==> src/rtl/fph_pkg.sv <==
package fph_pkg;

  localparam int CLK_MHZ          = 200;
  localparam int NUM_DRIVES       = 4;

  // polling loop: one dwell per simulated drive
  localparam int POLL_LOOP_US     = 250;
  localparam int POLL_LOOP_CYC    = POLL_LOOP_US * CLK_MHZ;
  localparam int POLL_DWELL_CYC   = POLL_LOOP_CYC / NUM_DRIVES;

  // byte-to-byte handshake gap with polling off
  localparam int CMD_GAP_MAX_US   = 175;
  localparam int CMD_GAP_MAX_CYC  = CMD_GAP_MAX_US * CLK_MHZ;
  localparam int BYTE_GAP_CYC     = 4;

  // head step period is (SRT_SPAN - step rate code) step units
  localparam int STEP_UNIT_US     = 1000;
  localparam int STEP_UNIT_CYC    = STEP_UNIT_US * CLK_MHZ;
  localparam int SRT_SPAN         = 16;

  localparam int EXEC_INDEX_CNT   = 2;
  localparam int RW_RESULT_BYTES  = 7;

  localparam logic [1:0] RATE_RST    = 2'h2;
  localparam logic [2:0] PRECOMP_RST = 3'h0;
  localparam logic [7:0] DOR_RST     = 8'h00;

  // opcode low five bits
  localparam logic [4:0] OP_WRITE     = 5'h05;
  localparam logic [4:0] OP_READ      = 5'h06;
  localparam logic [4:0] OP_SPECIFY   = 5'h03;
  localparam logic [4:0] OP_RECAL     = 5'h07;
  localparam logic [4:0] OP_SENSE_INT = 5'h08;
  localparam logic [4:0] OP_SEEK      = 5'h0F;
  localparam logic [4:0] OP_CONFIGURE = 5'h13;
  localparam int OP_REL_BIT           = 7;
  localparam int OP_REL_DIR_BIT       = 6;

  localparam logic [7:0] ST0_INVALID  = 8'h80;
  localparam logic [7:0] ST0_ABNORMAL = 8'h40;
  localparam logic [7:0] ST0_SEEK_END = 8'h20;
  localparam logic [7:0] ST0_POLL_CHG = 8'hC0;

  // configure second parameter byte
  localparam int CFG_EIS_BIT          = 6;
  localparam int CFG_FIFO_DIS_BIT     = 5;
  localparam int CFG_POLL_DIS_BIT     = 4;
  localparam logic       CFG_EIS_RST      = 1'b0;
  localparam logic       CFG_FIFO_DIS_RST = 1'b1;
  localparam logic       CFG_POLL_DIS_RST = 1'b0;
  localparam logic [3:0] CFG_THR_RST      = 4'h0;
  localparam logic [7:0] CFG_PRETRK_RST   = 8'h00;

  localparam int DOR_RST_N_BIT        = 2;
  localparam int DSR_SWRST_BIT        = 7;

  typedef enum logic [2:0] {
    ST_IDLE, ST_POLLWAIT, ST_GAP, ST_PARAM, ST_EXEC, ST_RESULT
  } fph_state_t;

endpackage

==> src/rtl/fph_ctrl.sv <==
`timescale 1ns/1ps
module fph_ctrl
  import fph_pkg::*;
#(
  parameter int POLL_DWELL = POLL_DWELL_CYC,
  parameter int STEP_UNIT  = STEP_UNIT_CYC,
  parameter int BYTE_GAP   = BYTE_GAP_CYC
) (
  input  wire logic       clk,
  input  wire logic       sys_rst,
  input  wire logic       host_wr,
  input  wire logic [7:0] host_wr_data,
  input  wire logic       host_rd,
  input  wire logic       ccr_wr,
  input  wire logic [7:0] ccr_data,
  input  wire logic       dsr_wr,
  input  wire logic [7:0] dsr_data,
  input  wire logic       dor_wr,
  input  wire logic [7:0] dor_data,
  input  wire logic       index_pin,
  output logic            host_transfer_ready,
  output logic            transfer_direction,
  output logic            cmd_busy,
  output logic      [7:0] res_data,
  output logic            int_out,
  output logic      [1:0] data_rate,
  output logic      [2:0] precomp,
  output logic      [3:0] drive_select_lines,
  output logic      [3:0] motor_enable,
  output logic            fifo_enabled,
  output logic      [3:0] fifo_threshold,
  output logic            fifo_byte_mode,
  output logic            implied_seek_en,
  output logic            poll_enabled
);

  localparam int PW = $clog2(POLL_DWELL + 1);
  localparam int SW = $clog2(SRT_SPAN * STEP_UNIT + 1);
  localparam int GW = $clog2(BYTE_GAP + 1);

  if (BYTE_GAP < 1 || BYTE_GAP > CMD_GAP_MAX_CYC || POLL_DWELL < 1 || STEP_UNIT < 1) begin : g_chk
    $error("fph_ctrl: timing parameter out of range");
  end

  // software reset clears the sequencer but not rate or precomp
  logic sw_rst;
  logic rst_all;
  assign sw_rst  = (dor_wr && !dor_data[DOR_RST_N_BIT]) || (dsr_wr && dsr_data[DSR_SWRST_BIT]);
  assign rst_all = sys_rst || sw_rst;

  logic idx_q;
  fph_sync #(.W(1)) u_idx_sync (
    .clk     (clk),
    .sys_rst (sys_rst),
    .d       (index_pin),
    .q       (idx_q)
  );

  // ---------------- command sequencer state
  fph_state_t st_reg, st_next;
  logic [7:0]    op_reg, op_next;
  logic [3:0]    left_reg, left_next;
  logic [7:0]    p1_reg, p1_next, p2_reg, p2_next, p3_reg, p3_next;
  logic [GW-1:0] gap_reg, gap_next;
  logic [2:0]    res_left_reg, res_left_next;
  logic [7:0]    res_reg, res_next, res_b2_reg, res_b2_next;
  logic [1:0]    idx_cnt_reg, idx_cnt_next;
  logic          idx_d_reg;
  logic          rqm_reg, dio_reg, busy_reg, byte_mode_reg;
  logic          do_exec;
  logic [3:0]    pos;

  // ---------------- status queue, polling, seek state
  logic [3:0]    pend_reg, pend_next, pend_seek_reg, pend_seek_next;
  logic          int_reg, int_next;
  logic [1:0]    sense_drv;
  logic [7:0]    pcn_reg [NUM_DRIVES];
  logic [7:0]    pcn_next [NUM_DRIVES];

  function automatic logic [3:0] param_len(input logic [7:0] op);
    case (op[4:0])
      OP_SPECIFY:          param_len = 4'h2;
      OP_RECAL:            param_len = 4'h1;
      OP_SEEK:             param_len = 4'h2;
      OP_CONFIGURE:        param_len = 4'h3;
      OP_READ, OP_WRITE:   param_len = 4'h8;
      default:             param_len = 4'h0;
    endcase
  endfunction

  always_comb begin
    sense_drv = 2'h0;
    for (int i = NUM_DRIVES - 1; i >= 0; i--) begin
      if (pend_reg[i]) begin
        sense_drv = 2'(i);
      end
    end
  end

  logic poll_act_reg;

  always_comb begin
    st_next       = st_reg;
    op_next       = op_reg;
    left_next     = left_reg;
    p1_next       = p1_reg;
    p2_next       = p2_reg;
    p3_next       = p3_reg;
    gap_next      = gap_reg;
    res_left_next = res_left_reg;
    res_next      = res_reg;
    res_b2_next   = res_b2_reg;
    idx_cnt_next  = idx_cnt_reg;
    do_exec       = 1'b0;
    pos           = param_len(op_reg) - left_reg;
    unique case (st_reg)
      ST_IDLE: begin
        if (host_wr) begin
          op_next   = host_wr_data;
          left_next = param_len(host_wr_data);
          gap_next  = GW'(BYTE_GAP);
          st_next   = poll_act_reg ? ST_POLLWAIT : ST_GAP;
        end
      end
      ST_POLLWAIT: begin
        if (!poll_act_reg) begin
          st_next = ST_GAP;
        end
      end
      ST_PARAM: begin
        if (host_wr) begin
          if (pos == 4'h0) p1_next = host_wr_data;
          if (pos == 4'h1) p2_next = host_wr_data;
          if (pos == 4'h2) p3_next = host_wr_data;
          left_next = left_reg - 4'h1;
          gap_next  = GW'(BYTE_GAP);
          st_next   = ST_GAP;
        end
      end
      ST_GAP: begin
        if (gap_reg != '0) begin
          gap_next = gap_reg - GW'(1);
        end else if (left_reg != 4'h0) begin
          st_next = ST_PARAM;
        end else begin
          do_exec = 1'b1;
          st_next = ST_IDLE;
          unique case (op_reg[4:0])
            OP_SPECIFY, OP_CONFIGURE, OP_RECAL, OP_SEEK: st_next = ST_IDLE;
            OP_SENSE_INT: begin
              st_next = ST_RESULT;
              if (pend_reg != 4'h0) begin
                res_left_next = 3'h2;
                res_next      = (pend_seek_reg[sense_drv] ? ST0_SEEK_END : ST0_POLL_CHG)
                                | {6'h00, sense_drv};
                res_b2_next   = pcn_reg[sense_drv];
              end else begin
                res_left_next = 3'h1;
                res_next      = ST0_INVALID;
              end
            end
            OP_READ, OP_WRITE: begin
              idx_cnt_next = 2'h0;
              st_next      = ST_EXEC;
            end
            default: begin
              res_left_next = 3'h1;
              res_next      = ST0_INVALID;
              st_next       = ST_RESULT;
            end
          endcase
        end
      end
      ST_EXEC: begin
        // no index pulses means no exit; the host must time out
        if (idx_q && !idx_d_reg) begin
          if (idx_cnt_reg == 2'(EXEC_INDEX_CNT - 1)) begin
            res_left_next = 3'(RW_RESULT_BYTES);
            res_next      = ST0_ABNORMAL | {6'h00, p1_reg[1:0]};
            res_b2_next   = 8'h00;
            st_next       = ST_RESULT;
          end else begin
            idx_cnt_next = idx_cnt_reg + 2'h1;
          end
        end
      end
      ST_RESULT: begin
        if (host_rd) begin
          if (res_left_reg == 3'h1) begin
            st_next = ST_IDLE;
          end else begin
            res_left_next = res_left_reg - 3'h1;
            res_next      = res_b2_reg;
            res_b2_next   = 8'h00;
          end
        end
      end
    endcase
  end

  logic cfg_fifo_dis_reg, cfg_poll_dis_reg, cfg_eis_reg;

  always_ff @(posedge clk) begin
    if (rst_all) begin
      st_reg        <= ST_IDLE;
      op_reg        <= 8'h00;
      left_reg      <= 4'h0;
      p1_reg        <= 8'h00;
      p2_reg        <= 8'h00;
      p3_reg        <= 8'h00;
      gap_reg       <= '0;
      res_left_reg  <= 3'h0;
      res_reg       <= 8'h00;
      res_b2_reg    <= 8'h00;
      idx_cnt_reg   <= 2'h0;
      idx_d_reg     <= 1'b0;
      rqm_reg       <= 1'b1;
      dio_reg       <= 1'b0;
      busy_reg      <= 1'b0;
      byte_mode_reg <= 1'b1;
    end else begin
      st_reg        <= st_next;
      op_reg        <= op_next;
      left_reg      <= left_next;
      p1_reg        <= p1_next;
      p2_reg        <= p2_next;
      p3_reg        <= p3_next;
      gap_reg       <= gap_next;
      res_left_reg  <= res_left_next;
      res_reg       <= res_next;
      res_b2_reg    <= res_b2_next;
      idx_cnt_reg   <= idx_cnt_next;
      idx_d_reg     <= idx_q;
      rqm_reg       <= (st_next == ST_IDLE || st_next == ST_PARAM || st_next == ST_RESULT);
      dio_reg       <= (st_next == ST_RESULT);
      busy_reg      <= (st_next != ST_IDLE);
      byte_mode_reg <= cfg_fifo_dis_reg || (st_next != ST_EXEC);
    end
  end

  // ---------------- configuration, rate and drive outputs
  logic [1:0] rate_reg, rate_next;
  logic [2:0] pcomp_reg, pcomp_next;
  logic [7:0] dor_reg, dor_next;
  logic [3:0] sel_reg, sel_next;
  logic [3:0] srt_reg, srt_next, hut_reg, hut_next;
  logic [6:0] hlt_reg, hlt_next;
  logic       nodma_reg, nodma_next;
  logic       cfg_fifo_dis_next, cfg_poll_dis_next, cfg_eis_next;
  logic [3:0] cfg_thr_reg, cfg_thr_next;
  logic [7:0] cfg_pretrk_reg, cfg_pretrk_next;

  always_comb begin
    rate_next         = rate_reg;
    pcomp_next        = pcomp_reg;
    dor_next          = dor_wr ? dor_data : dor_reg;
    sel_next          = 4'h1 << dor_next[1:0];
    srt_next          = srt_reg;
    hut_next          = hut_reg;
    hlt_next          = hlt_reg;
    nodma_next        = nodma_reg;
    cfg_fifo_dis_next = cfg_fifo_dis_reg;
    cfg_poll_dis_next = cfg_poll_dis_reg;
    cfg_eis_next      = cfg_eis_reg;
    cfg_thr_next      = cfg_thr_reg;
    cfg_pretrk_next   = cfg_pretrk_reg;
    if (ccr_wr) begin
      rate_next = ccr_data[1:0];
    end
    if (dsr_wr) begin
      rate_next  = dsr_data[1:0];
      pcomp_next = dsr_data[4:2];
    end
    if (do_exec && op_reg[4:0] == OP_SPECIFY) begin
      srt_next   = p1_reg[7:4];
      hut_next   = p1_reg[3:0];
      hlt_next   = p2_reg[7:1];
      nodma_next = p2_reg[0];
    end
    if (do_exec && op_reg[4:0] == OP_CONFIGURE) begin
      cfg_eis_next      = p2_reg[CFG_EIS_BIT];
      cfg_fifo_dis_next = p2_reg[CFG_FIFO_DIS_BIT];
      cfg_poll_dis_next = p2_reg[CFG_POLL_DIS_BIT];
      cfg_thr_next      = p2_reg[3:0];
      cfg_pretrk_next   = p3_reg;
    end
  end

  // timing fields carry no reset: software must specify them
  always_ff @(posedge clk) begin
    srt_reg   <= srt_next;
    hut_reg   <= hut_next;
    hlt_reg   <= hlt_next;
    nodma_reg <= nodma_next;
  end

  always_ff @(posedge clk) begin
    if (sys_rst) begin
      rate_reg  <= RATE_RST;
      pcomp_reg <= PRECOMP_RST;
      dor_reg   <= DOR_RST;
      sel_reg   <= 4'h1 << DOR_RST[1:0];
    end else begin
      rate_reg  <= rate_next;
      pcomp_reg <= pcomp_next;
      dor_reg   <= dor_next;
      sel_reg   <= sel_next;
    end
  end

  always_ff @(posedge clk) begin
    if (rst_all) begin
      cfg_fifo_dis_reg <= CFG_FIFO_DIS_RST;
      cfg_poll_dis_reg <= CFG_POLL_DIS_RST;
      cfg_eis_reg      <= CFG_EIS_RST;
      cfg_thr_reg      <= CFG_THR_RST;
      cfg_pretrk_reg   <= CFG_PRETRK_RST;
    end else begin
      cfg_fifo_dis_reg <= cfg_fifo_dis_next;
      cfg_poll_dis_reg <= cfg_poll_dis_next;
      cfg_eis_reg      <= cfg_eis_next;
      cfg_thr_reg      <= cfg_thr_next;
      cfg_pretrk_reg   <= cfg_pretrk_next;
    end
  end

  // ---------------- simulated drive polling
  logic       ptmr_busy, ptmr_done, ptmr_start;
  logic [1:0] poll_drv_reg, poll_drv_next;
  logic       poll_act_next, poll_void_reg, poll_void_next, poll_commit;
  logic [3:0] rdy_reg, rdy_next, chg_reg, chg_next;

  // only an idle sequencer with no opcode arriving starts a loop; a loop begun runs out
  assign ptmr_start = !ptmr_busy && !ptmr_done
                      && (poll_act_reg || (!cfg_poll_dis_reg && st_reg == ST_IDLE
                                           && !host_wr));

  fph_timer #(.W(PW)) u_poll_tmr (
    .clk     (clk),
    .sys_rst (rst_all),
    .start   (ptmr_start),
    .load    (PW'(POLL_DWELL)),
    .busy    (ptmr_busy),
    .done    (ptmr_done)
  );

  always_comb begin
    poll_drv_next  = poll_drv_reg;
    poll_act_next  = poll_act_reg;
    poll_void_next = poll_void_reg;
    rdy_next       = rdy_reg;
    chg_next       = chg_reg;
    poll_commit    = 1'b0;
    if (ptmr_start && !poll_act_reg) begin
      poll_act_next  = 1'b1;
      poll_void_next = 1'b0;
      chg_next       = 4'h0;
    end
    if (st_reg == ST_IDLE && host_wr && poll_act_reg) begin
      poll_void_next = 1'b1;
    end
    if (ptmr_done) begin
      chg_next[poll_drv_reg] = !rdy_reg[poll_drv_reg];
      if (poll_drv_reg == 2'(NUM_DRIVES - 1)) begin
        poll_act_next = 1'b0;
        poll_drv_next = 2'h0;
        if (!poll_void_reg) begin
          poll_commit = 1'b1;
          rdy_next    = rdy_reg | chg_next;
        end
      end else begin
        poll_drv_next = poll_drv_reg + 2'h1;
      end
    end
  end

  always_ff @(posedge clk) begin
    if (rst_all) begin
      poll_drv_reg  <= 2'h0;
      poll_act_reg  <= 1'b0;
      poll_void_reg <= 1'b0;
      rdy_reg       <= 4'h0;
      chg_reg       <= 4'h0;
    end else begin
      poll_drv_reg  <= poll_drv_next;
      poll_act_reg  <= poll_act_next;
      poll_void_reg <= poll_void_next;
      rdy_reg       <= rdy_next;
      chg_reg       <= chg_next;
    end
  end

  // ---------------- background head positioning
  logic          sk_busy_reg, sk_busy_next, sk_done, sk_start;
  logic [1:0]    sk_drv_reg, sk_drv_next;
  logic [7:0]    sk_tgt_reg, sk_tgt_next;
  logic          stmr_busy, stmr_done, stmr_start;
  logic [SW-1:0] step_load;

  assign sk_start   = do_exec && (op_reg[4:0] == OP_RECAL || op_reg[4:0] == OP_SEEK);
  assign step_load  = SW'((SRT_SPAN - int'(srt_reg)) * STEP_UNIT);
  assign stmr_start = sk_busy_reg && !stmr_busy && !stmr_done
                      && pcn_reg[sk_drv_reg] != sk_tgt_reg;

  fph_timer #(.W(SW)) u_step_tmr (
    .clk     (clk),
    .sys_rst (rst_all),
    .start   (stmr_start),
    .load    (step_load),
    .busy    (stmr_busy),
    .done    (stmr_done)
  );

  always_comb begin
    sk_busy_next = sk_busy_reg;
    sk_drv_next  = sk_drv_reg;
    sk_tgt_next  = sk_tgt_reg;
    pcn_next     = pcn_reg;
    sk_done      = 1'b0;
    if (sk_start) begin
      // a new positioning command takes over any seek in progress
      sk_busy_next = 1'b1;
      sk_drv_next  = p1_reg[1:0];
      if (op_reg[4:0] == OP_RECAL) begin
        sk_tgt_next = 8'h00;
      end else if (!op_reg[OP_REL_BIT]) begin
        sk_tgt_next = p2_reg;
      end else if (op_reg[OP_REL_DIR_BIT]) begin
        sk_tgt_next = pcn_reg[p1_reg[1:0]] + p2_reg;
      end else begin
        sk_tgt_next = pcn_reg[p1_reg[1:0]] - p2_reg;
      end
    end else if (sk_busy_reg) begin
      if (pcn_reg[sk_drv_reg] == sk_tgt_reg) begin
        sk_busy_next = 1'b0;
        sk_done      = 1'b1;
      end else if (stmr_done) begin
        if (pcn_reg[sk_drv_reg] < sk_tgt_reg) begin
          pcn_next[sk_drv_reg] = pcn_reg[sk_drv_reg] + 8'h01;
        end else begin
          pcn_next[sk_drv_reg] = pcn_reg[sk_drv_reg] - 8'h01;
        end
      end
    end
  end

  always_ff @(posedge clk) begin
    if (rst_all) begin
      sk_busy_reg <= 1'b0;
      sk_drv_reg  <= 2'h0;
      sk_tgt_reg  <= 8'h00;
      for (int i = 0; i < NUM_DRIVES; i++) begin
        pcn_reg[i] <= 8'h00;
      end
    end else begin
      sk_busy_reg <= sk_busy_next;
      sk_drv_reg  <= sk_drv_next;
      sk_tgt_reg  <= sk_tgt_next;
      pcn_reg     <= pcn_next;
    end
  end

  // ---------------- per-drive status queue and interrupt
  logic [3:0] set_mask, seek_mask, clr_mask;
  logic       sense_exec;

  assign sense_exec = do_exec && op_reg[4:0] == OP_SENSE_INT;

  always_comb begin
    seek_mask = sk_done ? (4'h1 << sk_drv_reg) : 4'h0;
    set_mask  = (poll_commit ? chg_next : 4'h0) | seek_mask;
    clr_mask  = (sense_exec && pend_reg != 4'h0) ? (4'h1 << sense_drv) : 4'h0;
    // a new event on the drive being popped survives the pop
    pend_next      = (pend_reg & ~clr_mask) | set_mask;
    pend_seek_next = (pend_seek_reg & ~set_mask) | seek_mask;
    int_next       = int_reg;
    if (sense_exec) begin
      int_next = 1'b0;
    end
    if (set_mask != 4'h0) begin
      int_next = 1'b1;
    end
  end

  always_ff @(posedge clk) begin
    if (rst_all) begin
      pend_reg      <= 4'h0;
      pend_seek_reg <= 4'h0;
      int_reg       <= 1'b0;
    end else begin
      pend_reg      <= pend_next;
      pend_seek_reg <= pend_seek_next;
      int_reg       <= int_next;
    end
  end

  assign host_transfer_ready = rqm_reg;
  assign transfer_direction  = dio_reg;
  assign cmd_busy            = busy_reg;
  assign res_data            = res_reg;
  assign int_out             = int_reg;
  assign data_rate           = rate_reg;
  assign precomp             = pcomp_reg;
  assign drive_select_lines  = sel_reg;
  assign motor_enable        = dor_reg[7:4];
  assign fifo_enabled        = !cfg_fifo_dis_reg;
  assign fifo_threshold      = cfg_thr_reg;
  assign fifo_byte_mode      = byte_mode_reg;
  assign implied_seek_en     = cfg_eis_reg;
  assign poll_enabled        = !cfg_poll_dis_reg;

endmodule // fph_ctrl

==> src/rtl/fph_sync.sv <==
`timescale 1ns/1ps
module fph_sync #(
  parameter int W = 1
) (
  input  wire logic         clk,
  input  wire logic         sys_rst,
  input  wire logic [W-1:0] d,
  output logic      [W-1:0] q
);

  logic [W-1:0] meta_reg;
  logic [W-1:0] sync_reg;

  always_ff @(posedge clk) begin
    if (sys_rst) begin
      meta_reg <= '0;
      sync_reg <= '0;
    end else begin
      meta_reg <= d;
      sync_reg <= meta_reg;
    end
  end

  assign q = sync_reg;

endmodule // fph_sync

==> src/rtl/fph_timer.sv <==
`timescale 1ns/1ps
module fph_timer #(
  parameter int W = 16
) (
  input  wire logic         clk,
  input  wire logic         sys_rst,
  input  wire logic         start,
  input  wire logic [W-1:0] load,
  output logic              busy,
  output logic              done
);

  logic [W-1:0] cnt_reg;
  logic [W-1:0] cnt_next;
  logic         done_reg;
  logic         done_next;

  // a start while counting is ignored; load of zero never finishes
  always_comb begin
    cnt_next  = cnt_reg;
    done_next = 1'b0;
    if (start && cnt_reg == '0) begin
      cnt_next = load;
    end else if (cnt_reg != '0) begin
      cnt_next  = cnt_reg - W'(1);
      done_next = (cnt_reg == W'(1));
    end
  end

  always_ff @(posedge clk) begin
    if (sys_rst) begin
      cnt_reg  <= '0;
      done_reg <= 1'b0;
    end else begin
      cnt_reg  <= cnt_next;
      done_reg <= done_next;
    end
  end

  assign busy = (cnt_reg != '0);
  assign done = done_reg;

endmodule // fph_timer

==> config.mk <==
export PLATFORM = sky130hd
export DESIGN_NAME = fph_ctrl
export DESIGN_NICKNAME = d
export VERILOG_FILES = /design/src/rtl/fph_pkg.sv /design/src/rtl/fph_ctrl.sv /design/src/rtl/fph_sync.sv /design/src/rtl/fph_timer.sv
export SDC_FILE = /design/constraint.sdc
export NUM_CORES = 1
export LEC_CHECK = 0
export ABC_AREA = 1
export BUFFER_PORTS_ARGS = -buffer_cell sky130_fd_sc_hd__buf_2
export CORE_ASPECT_RATIO = 0.9
export CORE_MARGIN = 4
export CORE_UTILIZATION = 55
export CTS_CLUSTER_DIAMETER = 200
export DETAILED_ROUTE_END_ITERATION = 6
export MAX_ROUTING_LAYER = met4
export PLACE_DENSITY = 0.79
export SYNTH_ARGS = -nofsm -noshare
export SYNTH_HDL_FRONTEND = slang
export SYNTH_SLANG_ARGS = --single-unit
==> constraint.sdc <==
create_clock -name clk -period 3.15 [get_ports clk]
set_clock_uncertainty 0.1 [all_clocks]
set_input_delay 0.945 -clock clk [delete_from_list [all_inputs] [get_ports clk]]
set_output_delay 0.945 -clock clk [all_outputs]
set_load 0.005 [all_outputs]
==> results_dict.tcl, run 1 <==
set metrics [dict create \
    crit_chain "inv_2, ha_4, xnor2_2, ha_1, ha_2, fa_1, buf_4, fa_2, a21oi_2, o21bai_1, xor2_1, nand2_1, a21oi_1" \
    cts.clk_slew.worst_paths_ns 0.08 \
    cts_max_level 4 \
    power.density_nw_per_um2 603.6 \
    hpwl_microns 21070 \
    portBuffers 63 \
    first_pass_iters 7 \
    path_class "register to register" \
    fin_nets 1824 \
    total_power_mw 7.652 \
    fin_ws_ns -0.1049 \
    hold_class "register to register" \
    antenna_found_initial 0 \
    yosys-top-cells-area "dfxtp_1, nand2_1, a21oi_1" \
    clock.fmax_mhz 307.2 \
    post-route-min-period_ns 3.255 \
    cpPeakStageDelay_ns 0.49 \
    crit_family "adder cells" \
    wl_per_cell_microns 14.54 \
    die_x_microns 156.2 \
    largest_reg_flops 28 \
    track_usage_pct 26.41 \
    period_share_pct 103.3 \
    relSlewSlack_pct 47.59 \
    area_growth_pct 16.63 \
    peakVddDrop_uv 468.5 \
    violations "design-rule violations, negative setup slack" \
    n_fill_cell 1619 \
    start_util_pct 56.38 \
    diodes 0 \
    crit_arrival_ns 3.52 \
    drv_cap 0 \
    die_h_microns 141.4 \
    grt_overflow 0 \
    avgSynthCellArea_sq_um 6.755 \
    syn_nets 1718 \
    clock_sinks 186 \
    num_rows 48 \
    drive_above_1_share_pct 14.24 \
    route.detailed.drc 2 \
    design_area_sq_um 12680 \
    via_per_inst 5.503 \
    final-max-slew-violation-count 0 \
    grt_max_degree 49 \
    synthesis.instances 1609 \
    ios 73 \
    dpl-instance-area_sq_um 11840 \
    rsz0062_at_grt "yes" \
    grt_pass1_vias 10150 \
    final_util_pct 65.76 \
    yosysSeqAreaShare_pct 34.63 \
    synth_top_area_cell "dfxtp_1" \
    synth_edf_count 4 \
    setup_violations 8 \
    num_vias 10890 \
    gp_congestion 0.9650 \
    async_reset_ff_share_pct 0 \
    synth_area_sq_um 10870 \
    cts_tree "done" \
    cts_buffer_depth 2 \
    cp_num_buf_inv 2 \
    synth-main-ff-cell "dfxtp_1" \
    worst_setup_path_end_kind "register" \
    slowest_stage "fa_1" \
    layout_commonest_cell "nand2_1" \
    outcome "finished with violations" \
    final_cell_mix "nand2_1, inv_1, dfxtp_1, a21oi_1, nor2_1" \
    die_area_sq_um 22080 \
    synth.distinct_cells 47 \
    cts_made_buffers 17 \
    wl_microns 28760 \
    ctsHoldBuffers 0 \
    synth-warning-count 0 \
    hold_viol 0 \
    worstMarginPinSlew_ns 0.7802 \
    critPathRequiredTime_ns 3.42 \
    core_area_sq_um 19280 \
    ant_nets 0 \
    clockRootBuffer "clkbuf_16" \
    critical_path.startpoint_type "register" \
    synth_top_area_share_pct 33.52 \
    grt_pass1_wl_microns 47200 \
    p_leak_nw 5.881 \
    drt_iter0_markers 1044 \
    ys_ff_latch 186 \
    clock_latency_ns 0.44 \
    crit_fanout 4 \
]
## cells in the mapped netlist, types with 2 or more instances
cell type and number:
buf_1 2, o41ai_1 2, buf_4 4, inv_2 17, nor4_1 2, xnor2_1 11, o22ai_1 4, clkbuf_1 30
buf_2 7, a31oi_1 10, nand2_1 321, dfxtp_1 182, edfxtp_1 4, a211oi_1 5, ha_1 63, nor2_4 3
nor2_2 4, nand2_2 4, a21oi_1 181, a32oi_1 2, a21o_1 3, nor4_4 2, o21a_1 2, mux2i_1 2
o21ai_1 18, nor3_1 29, nor2_1 158, nand4_1 9, o221ai_1 2, or2_2 11, xor2_1 17, o21ai_0 102
nand3b_1 4, inv_1 236, o211ai_1 16, o21bai_1 4, a221oi_1 2, fa_1 6, nand3_1 118, a22oi_1 3
## worst min-delay path: cells and delay by family (launching register included)
family / cells / cell delay [ns]
and+or+nand+nor: 1 / 0.03
DFF: 1 / 0.31
buffers and inverters: 1 / 0.04
## layout make-up
cell class	count	area (sq um)	share of cell area, %
multi-input combinational	1126	6203	48.93
timing repair buffer	130	843.3	6.652
clock buffer	18	429.2	3.385
inverter	254	953.4	7.521
tap	250	312.8	2.467
sequential	186	3766	29.71
clock inverter	14	168.9	1.332
## stage by stage
| stage | std cells | setup WS (ns) | hold slack (ns) | setup TNS [ns] |
|---|---|---|---|---|
| after floorplan | 1609 | 0.002168 | 0.2883 | 0 |
| after global placement | 1936 | -0.04909 | 0.2980 | -0.1691 |
| after detailed placement | 1936 | -0.1527 | 0.3077 | -0.6951 |
| after CTS | 1971 | -0.02794 | 0.3269 | -0.04463 |
| after global routing | 1978 | -0.1978 | 0.3369 | -1.458 |
| final | 1978 | -0.1049 | 0.3214 | -0.4408 |
## power by group
group	switching, mW	internal, mW
logic	1.70	0.961
clock network	1.11	1.08
registers	0.207	2.60
## worst paths after layout
kind | startpoint | end | slack [ns] | depth (start not counted)
max | srt_reg[0] | u_step_tmr.cnt_reg[18] | -0.10 | 13
min | u_idx_sync.meta_reg | u_idx_sync.q | 0.32 | 2
max reg2reg | srt_reg[0] | u_step_tmr.cnt_reg[18] | -0.10 | 13
min reg2reg | u_idx_sync.meta_reg | u_idx_sync.q | 0.32 | 2
## per-layer routing
metal | track usage [%] | up-vias | routed length, microns
met4 | 8.493 | 0 | 680
met5 | - | - | 0
met2 | 42.10 | 443 | 13470
met1 | 33.64 | 4923 | 12330
li1 | - | 5467 | -
met3 | 5.764 | 52 | 2272
## cells by family (layout without fill, tap and decap cells)
kind of cell	count (synthesis)	count (layout)	share of synthesized area, %
AOI/OAI and AO/OA	357	357	17.66
xor gates and xnor gates	28	28	2.256
adders and majority gates	69	69	8.357
buffers and inverters	297	416	10.48
DFF	186	186	34.63
muxes	2	2	0.1842
and+or+nand+nor	670	670	26.44
## what timing repair did
item / CTS / global route
gates resized for setup: 14 / 23
hold endpoints to repair: 0 / 0
pin swaps: 15 / 21
buffers inserted: 3 / 7
endpoints found under the setup margin: 15 / 50
No activity file was read; power rests on OpenSTA's default activity.
==> inputs of run 2 (changes only) <==
--- a/config.mk
+++ b/config.mk
@@ -8,7 +8,7 @@
 export ABC_AREA = 1
 export BUFFER_PORTS_ARGS = -buffer_cell sky130_fd_sc_hd__buf_2
 export CORE_ASPECT_RATIO = 0.9
-export CORE_MARGIN = 4
+export CORE_MARGIN = 1.5
 export CORE_UTILIZATION = 55
 export CTS_CLUSTER_DIAMETER = 200
 export DETAILED_ROUTE_END_ITERATION = 6
==> run 2 against run 1 <==
The run ends with negative setup slack left. Sequential share of layout area hardly changed. Global-route usage increased by 2.7 points. Register-to-register slack is essentially flat. Sequential power barely moved. Sequential cell count unchanged. Hold slack better by 0.010 ns. Critical path depth rose by 3. Via count shrank 0.44%. Final cell count down 0.10%. Worst setup slack better by 0.014 ns. Clock-buffer cell count decreased by 1.
==> results_dict.tcl, run 2 (synthesis results as in run 1) <==
set metrics [dict create \
    clock.fmax_mhz 308.6 \
    tns_ns -0.2899 \
    drive_above_1_share_pct 14.19 \
    track_usage_pct 29.08 \
    multi_input_area_sq_um 6168 \
    core_area_sq_um 19280 \
    power.density_nw_per_um2 620.8 \
    hold_end "u_idx_sync.q" \
    cts_tree "done" \
    post-route-min-period_ns 3.241 \
    final_util_pct 65.78 \
    r2r_setup_slack_ns -0.09 \
    holdWs_ns 0.3314 \
    start_util_pct 56.38 \
    crit_arrival_ns 3.52 \
    cpPeakStageDelay_ns 0.50 \
    die_x_microns 151.2 \
    ios 73 \
    outcome "finished with violations" \
    p_leak_nw 5.902 \
    setup_violations 7 \
    drt_iter0_markers 978 \
    gp_congestion 0.9680 \
    grt_pass1_wl_microns 46910 \
    path_class "register to register" \
    cts.clk_slew.worst_paths_ns 0.09 \
    cts_buffer_depth 2 \
    worst_setup_path_end_kind "register" \
    crit_family "adder cells" \
    area_growth_pct 16.68 \
    crit_top_cell "nand2_1" \
    clock_latency_ns 0.45 \
    reg2reg_to "u_step_tmr.cnt_reg[19]" \
    period_share_pct 102.9 \
    hp-start "u_idx_sync.meta_reg" \
    wl_microns 28410 \
    critPathRequiredTime_ns 3.43 \
    crit_fanout 3 \
    slowest_stage "fa_1" \
    drv_cap 0 \
    cts_max_level 4 \
    grt_max_degree 59 \
    num_vias 10840 \
    n_fill_cell 1611 \
    clock_sinks 186 \
    diodes 0 \
    ctsHoldBuffers 0 \
    fin_nets 1822 \
    ant_nets 0 \
    grt_pass1_vias 10020 \
    antenna_found_initial 0 \
    r2r-start "srt_reg[1]" \
    worstHoldPathCells 2 \
    rsz0062_at_grt "yes" \
    wl_per_cell_microns 14.38 \
    critical_path.startpoint_type "register" \
    fin_ws_ns -0.09061 \
    cp_num_buf_inv 1 \
    final-max-slew-violation-count 0 \
    seq_area_sq_um 3766 \
    crit_chain "inv_2, ha_4, xnor2_2, ha_1, ha_2, fa_1, ha_2, nand3_2, nand2_2, nand4_1, nand2_2, nand2_1, nand2_1, xor2_1, nand2_1, a21oi_2" \
    peakVddDrop_uv 620.6 \
    grt_overflow 0 \
    num_rows 48 \
    layout_commonest_cell "nand2_1" \
    worstMarginPinSlew_ns 0.8590 \
    first_pass_iters 6 \
    die_area_sq_um 20620 \
    hpwl_microns 20750 \
    cts_made_buffers 17 \
    relSlewSlack_pct 42.29 \
    hold_viol 0 \
    die_h_microns 136.4 \
    portBuffers 63 \
    reg2reg_depth 16 \
    violations "negative setup slack" \
    final_cell_mix "nand2_1, inv_1, dfxtp_1, a21oi_1, nor2_1" \
    largest_reg_flops 28 \
    clockRootBuffer "clkbuf_16" \
    hold_class "register to register" \
    via_per_inst 5.484 \
    route.detailed.drc 0 \
]
==> run 2: changes by cell type in the layout (fill, tap and decap cells not counted), sizes merged <==
cell	delta
clkbuf	-1
buf	-2
clkinv	+1
bufinv	+1
clkinvlp	-1
==> run 2: what timing repair did <==
| action | in CTS | in global routing |
|---|---|---|
| pin swaps | 17 | 24 |
| resized for setup | 12 | 24 |
| gates cloned | 0 | 0 |
| setup buffers | 2 | 4 |
| endpoints found under the setup margin | 7 | 51 |
==> run 2: report_power, final <==
| group | leakage, nW | internal (mW) | total, mW | switching, mW |
|---|---|---|---|---|
| Sequential | 1.51 | 2.60 | 2.80 | 0.208 |
| Clock | 0.314 | 1.19 | 2.37 | 1.18 |
| Combinational | 4.08 | 0.982 | 2.70 | 1.72 |
==> run 2: area by class of cell <==
type | count | share of cell area, %
Timing Repair Buffer | 128 | 6.531
Clock inverter | 15 | 1.796
Inverter | 254 | 7.518
Sequential cell | 186 | 29.70
Clock buffer | 17 | 3.354
Multi-Input combinational cell | 1126 | 48.64
Tap cell | 250 | 2.466
==> run 2: worst max path at each step <==
| stage | from | to | depth (start not counted) |
|---|---|---|---|
| floorplan | srt_reg[0] | u_step_tmr.cnt_reg[19] | 18 |
| global placement | srt_reg[1] | u_step_tmr.cnt_reg[16] | 13 |
| detailed placement | srt_reg[1] | u_step_tmr.cnt_reg[19] | 18 |
| CTS | srt_reg[1] | u_step_tmr.cnt_reg[19] | 18 |
| global route | srt_reg[1] | u_step_tmr.cnt_reg[19] | 16 |
| finish | srt_reg[1] | u_step_tmr.cnt_reg[19] | 16 |
==> run 2: per-stage QoR <==
| stage | instance area [sq um] | worst slack (ns) | instances | power [mW] |
|---|---|---|---|---|
| floorplan | 10940 | 0.002168 | 1609 | 4.877 |
| global placement | 11850 | -0.04220 | 1938 | 5.428 |
| detailed placement | 11850 | -0.07688 | 1938 | 5.488 |
| CTS | 12570 | -0.05852 | 1972 | 7.846 |
| global route | 12680 | -0.2485 | 1976 | 8.387 |
| finish | 12680 | -0.09061 | 1976 | 7.873 |
==> run 2: worst reg2reg max path, delay by kind of cell, from the launching register on <==
kind            cells  cell delay (ns)
compound gates      1             0.12
xor+xnor            2             0.32
fa+ha+maj           5             1.52
buf+inv             1             0.11
flops               1             0.40
simple gates        7             0.60
==> run 2: per-layer routing <==
metal / share of wire [%] / routed length (microns) / vias to the layer above / GRT usage [%]
met2: 46 / 13070 / 413 / 46.16
met1: 45 / 12820 / 4920 / 37.59
li1: - / - / 5446 / -
met3: 6.6 / 1887 / 58 / 5.336
met5: 0 / 0 / - / -
met4: 2.2 / 634 / 0 / 8.738
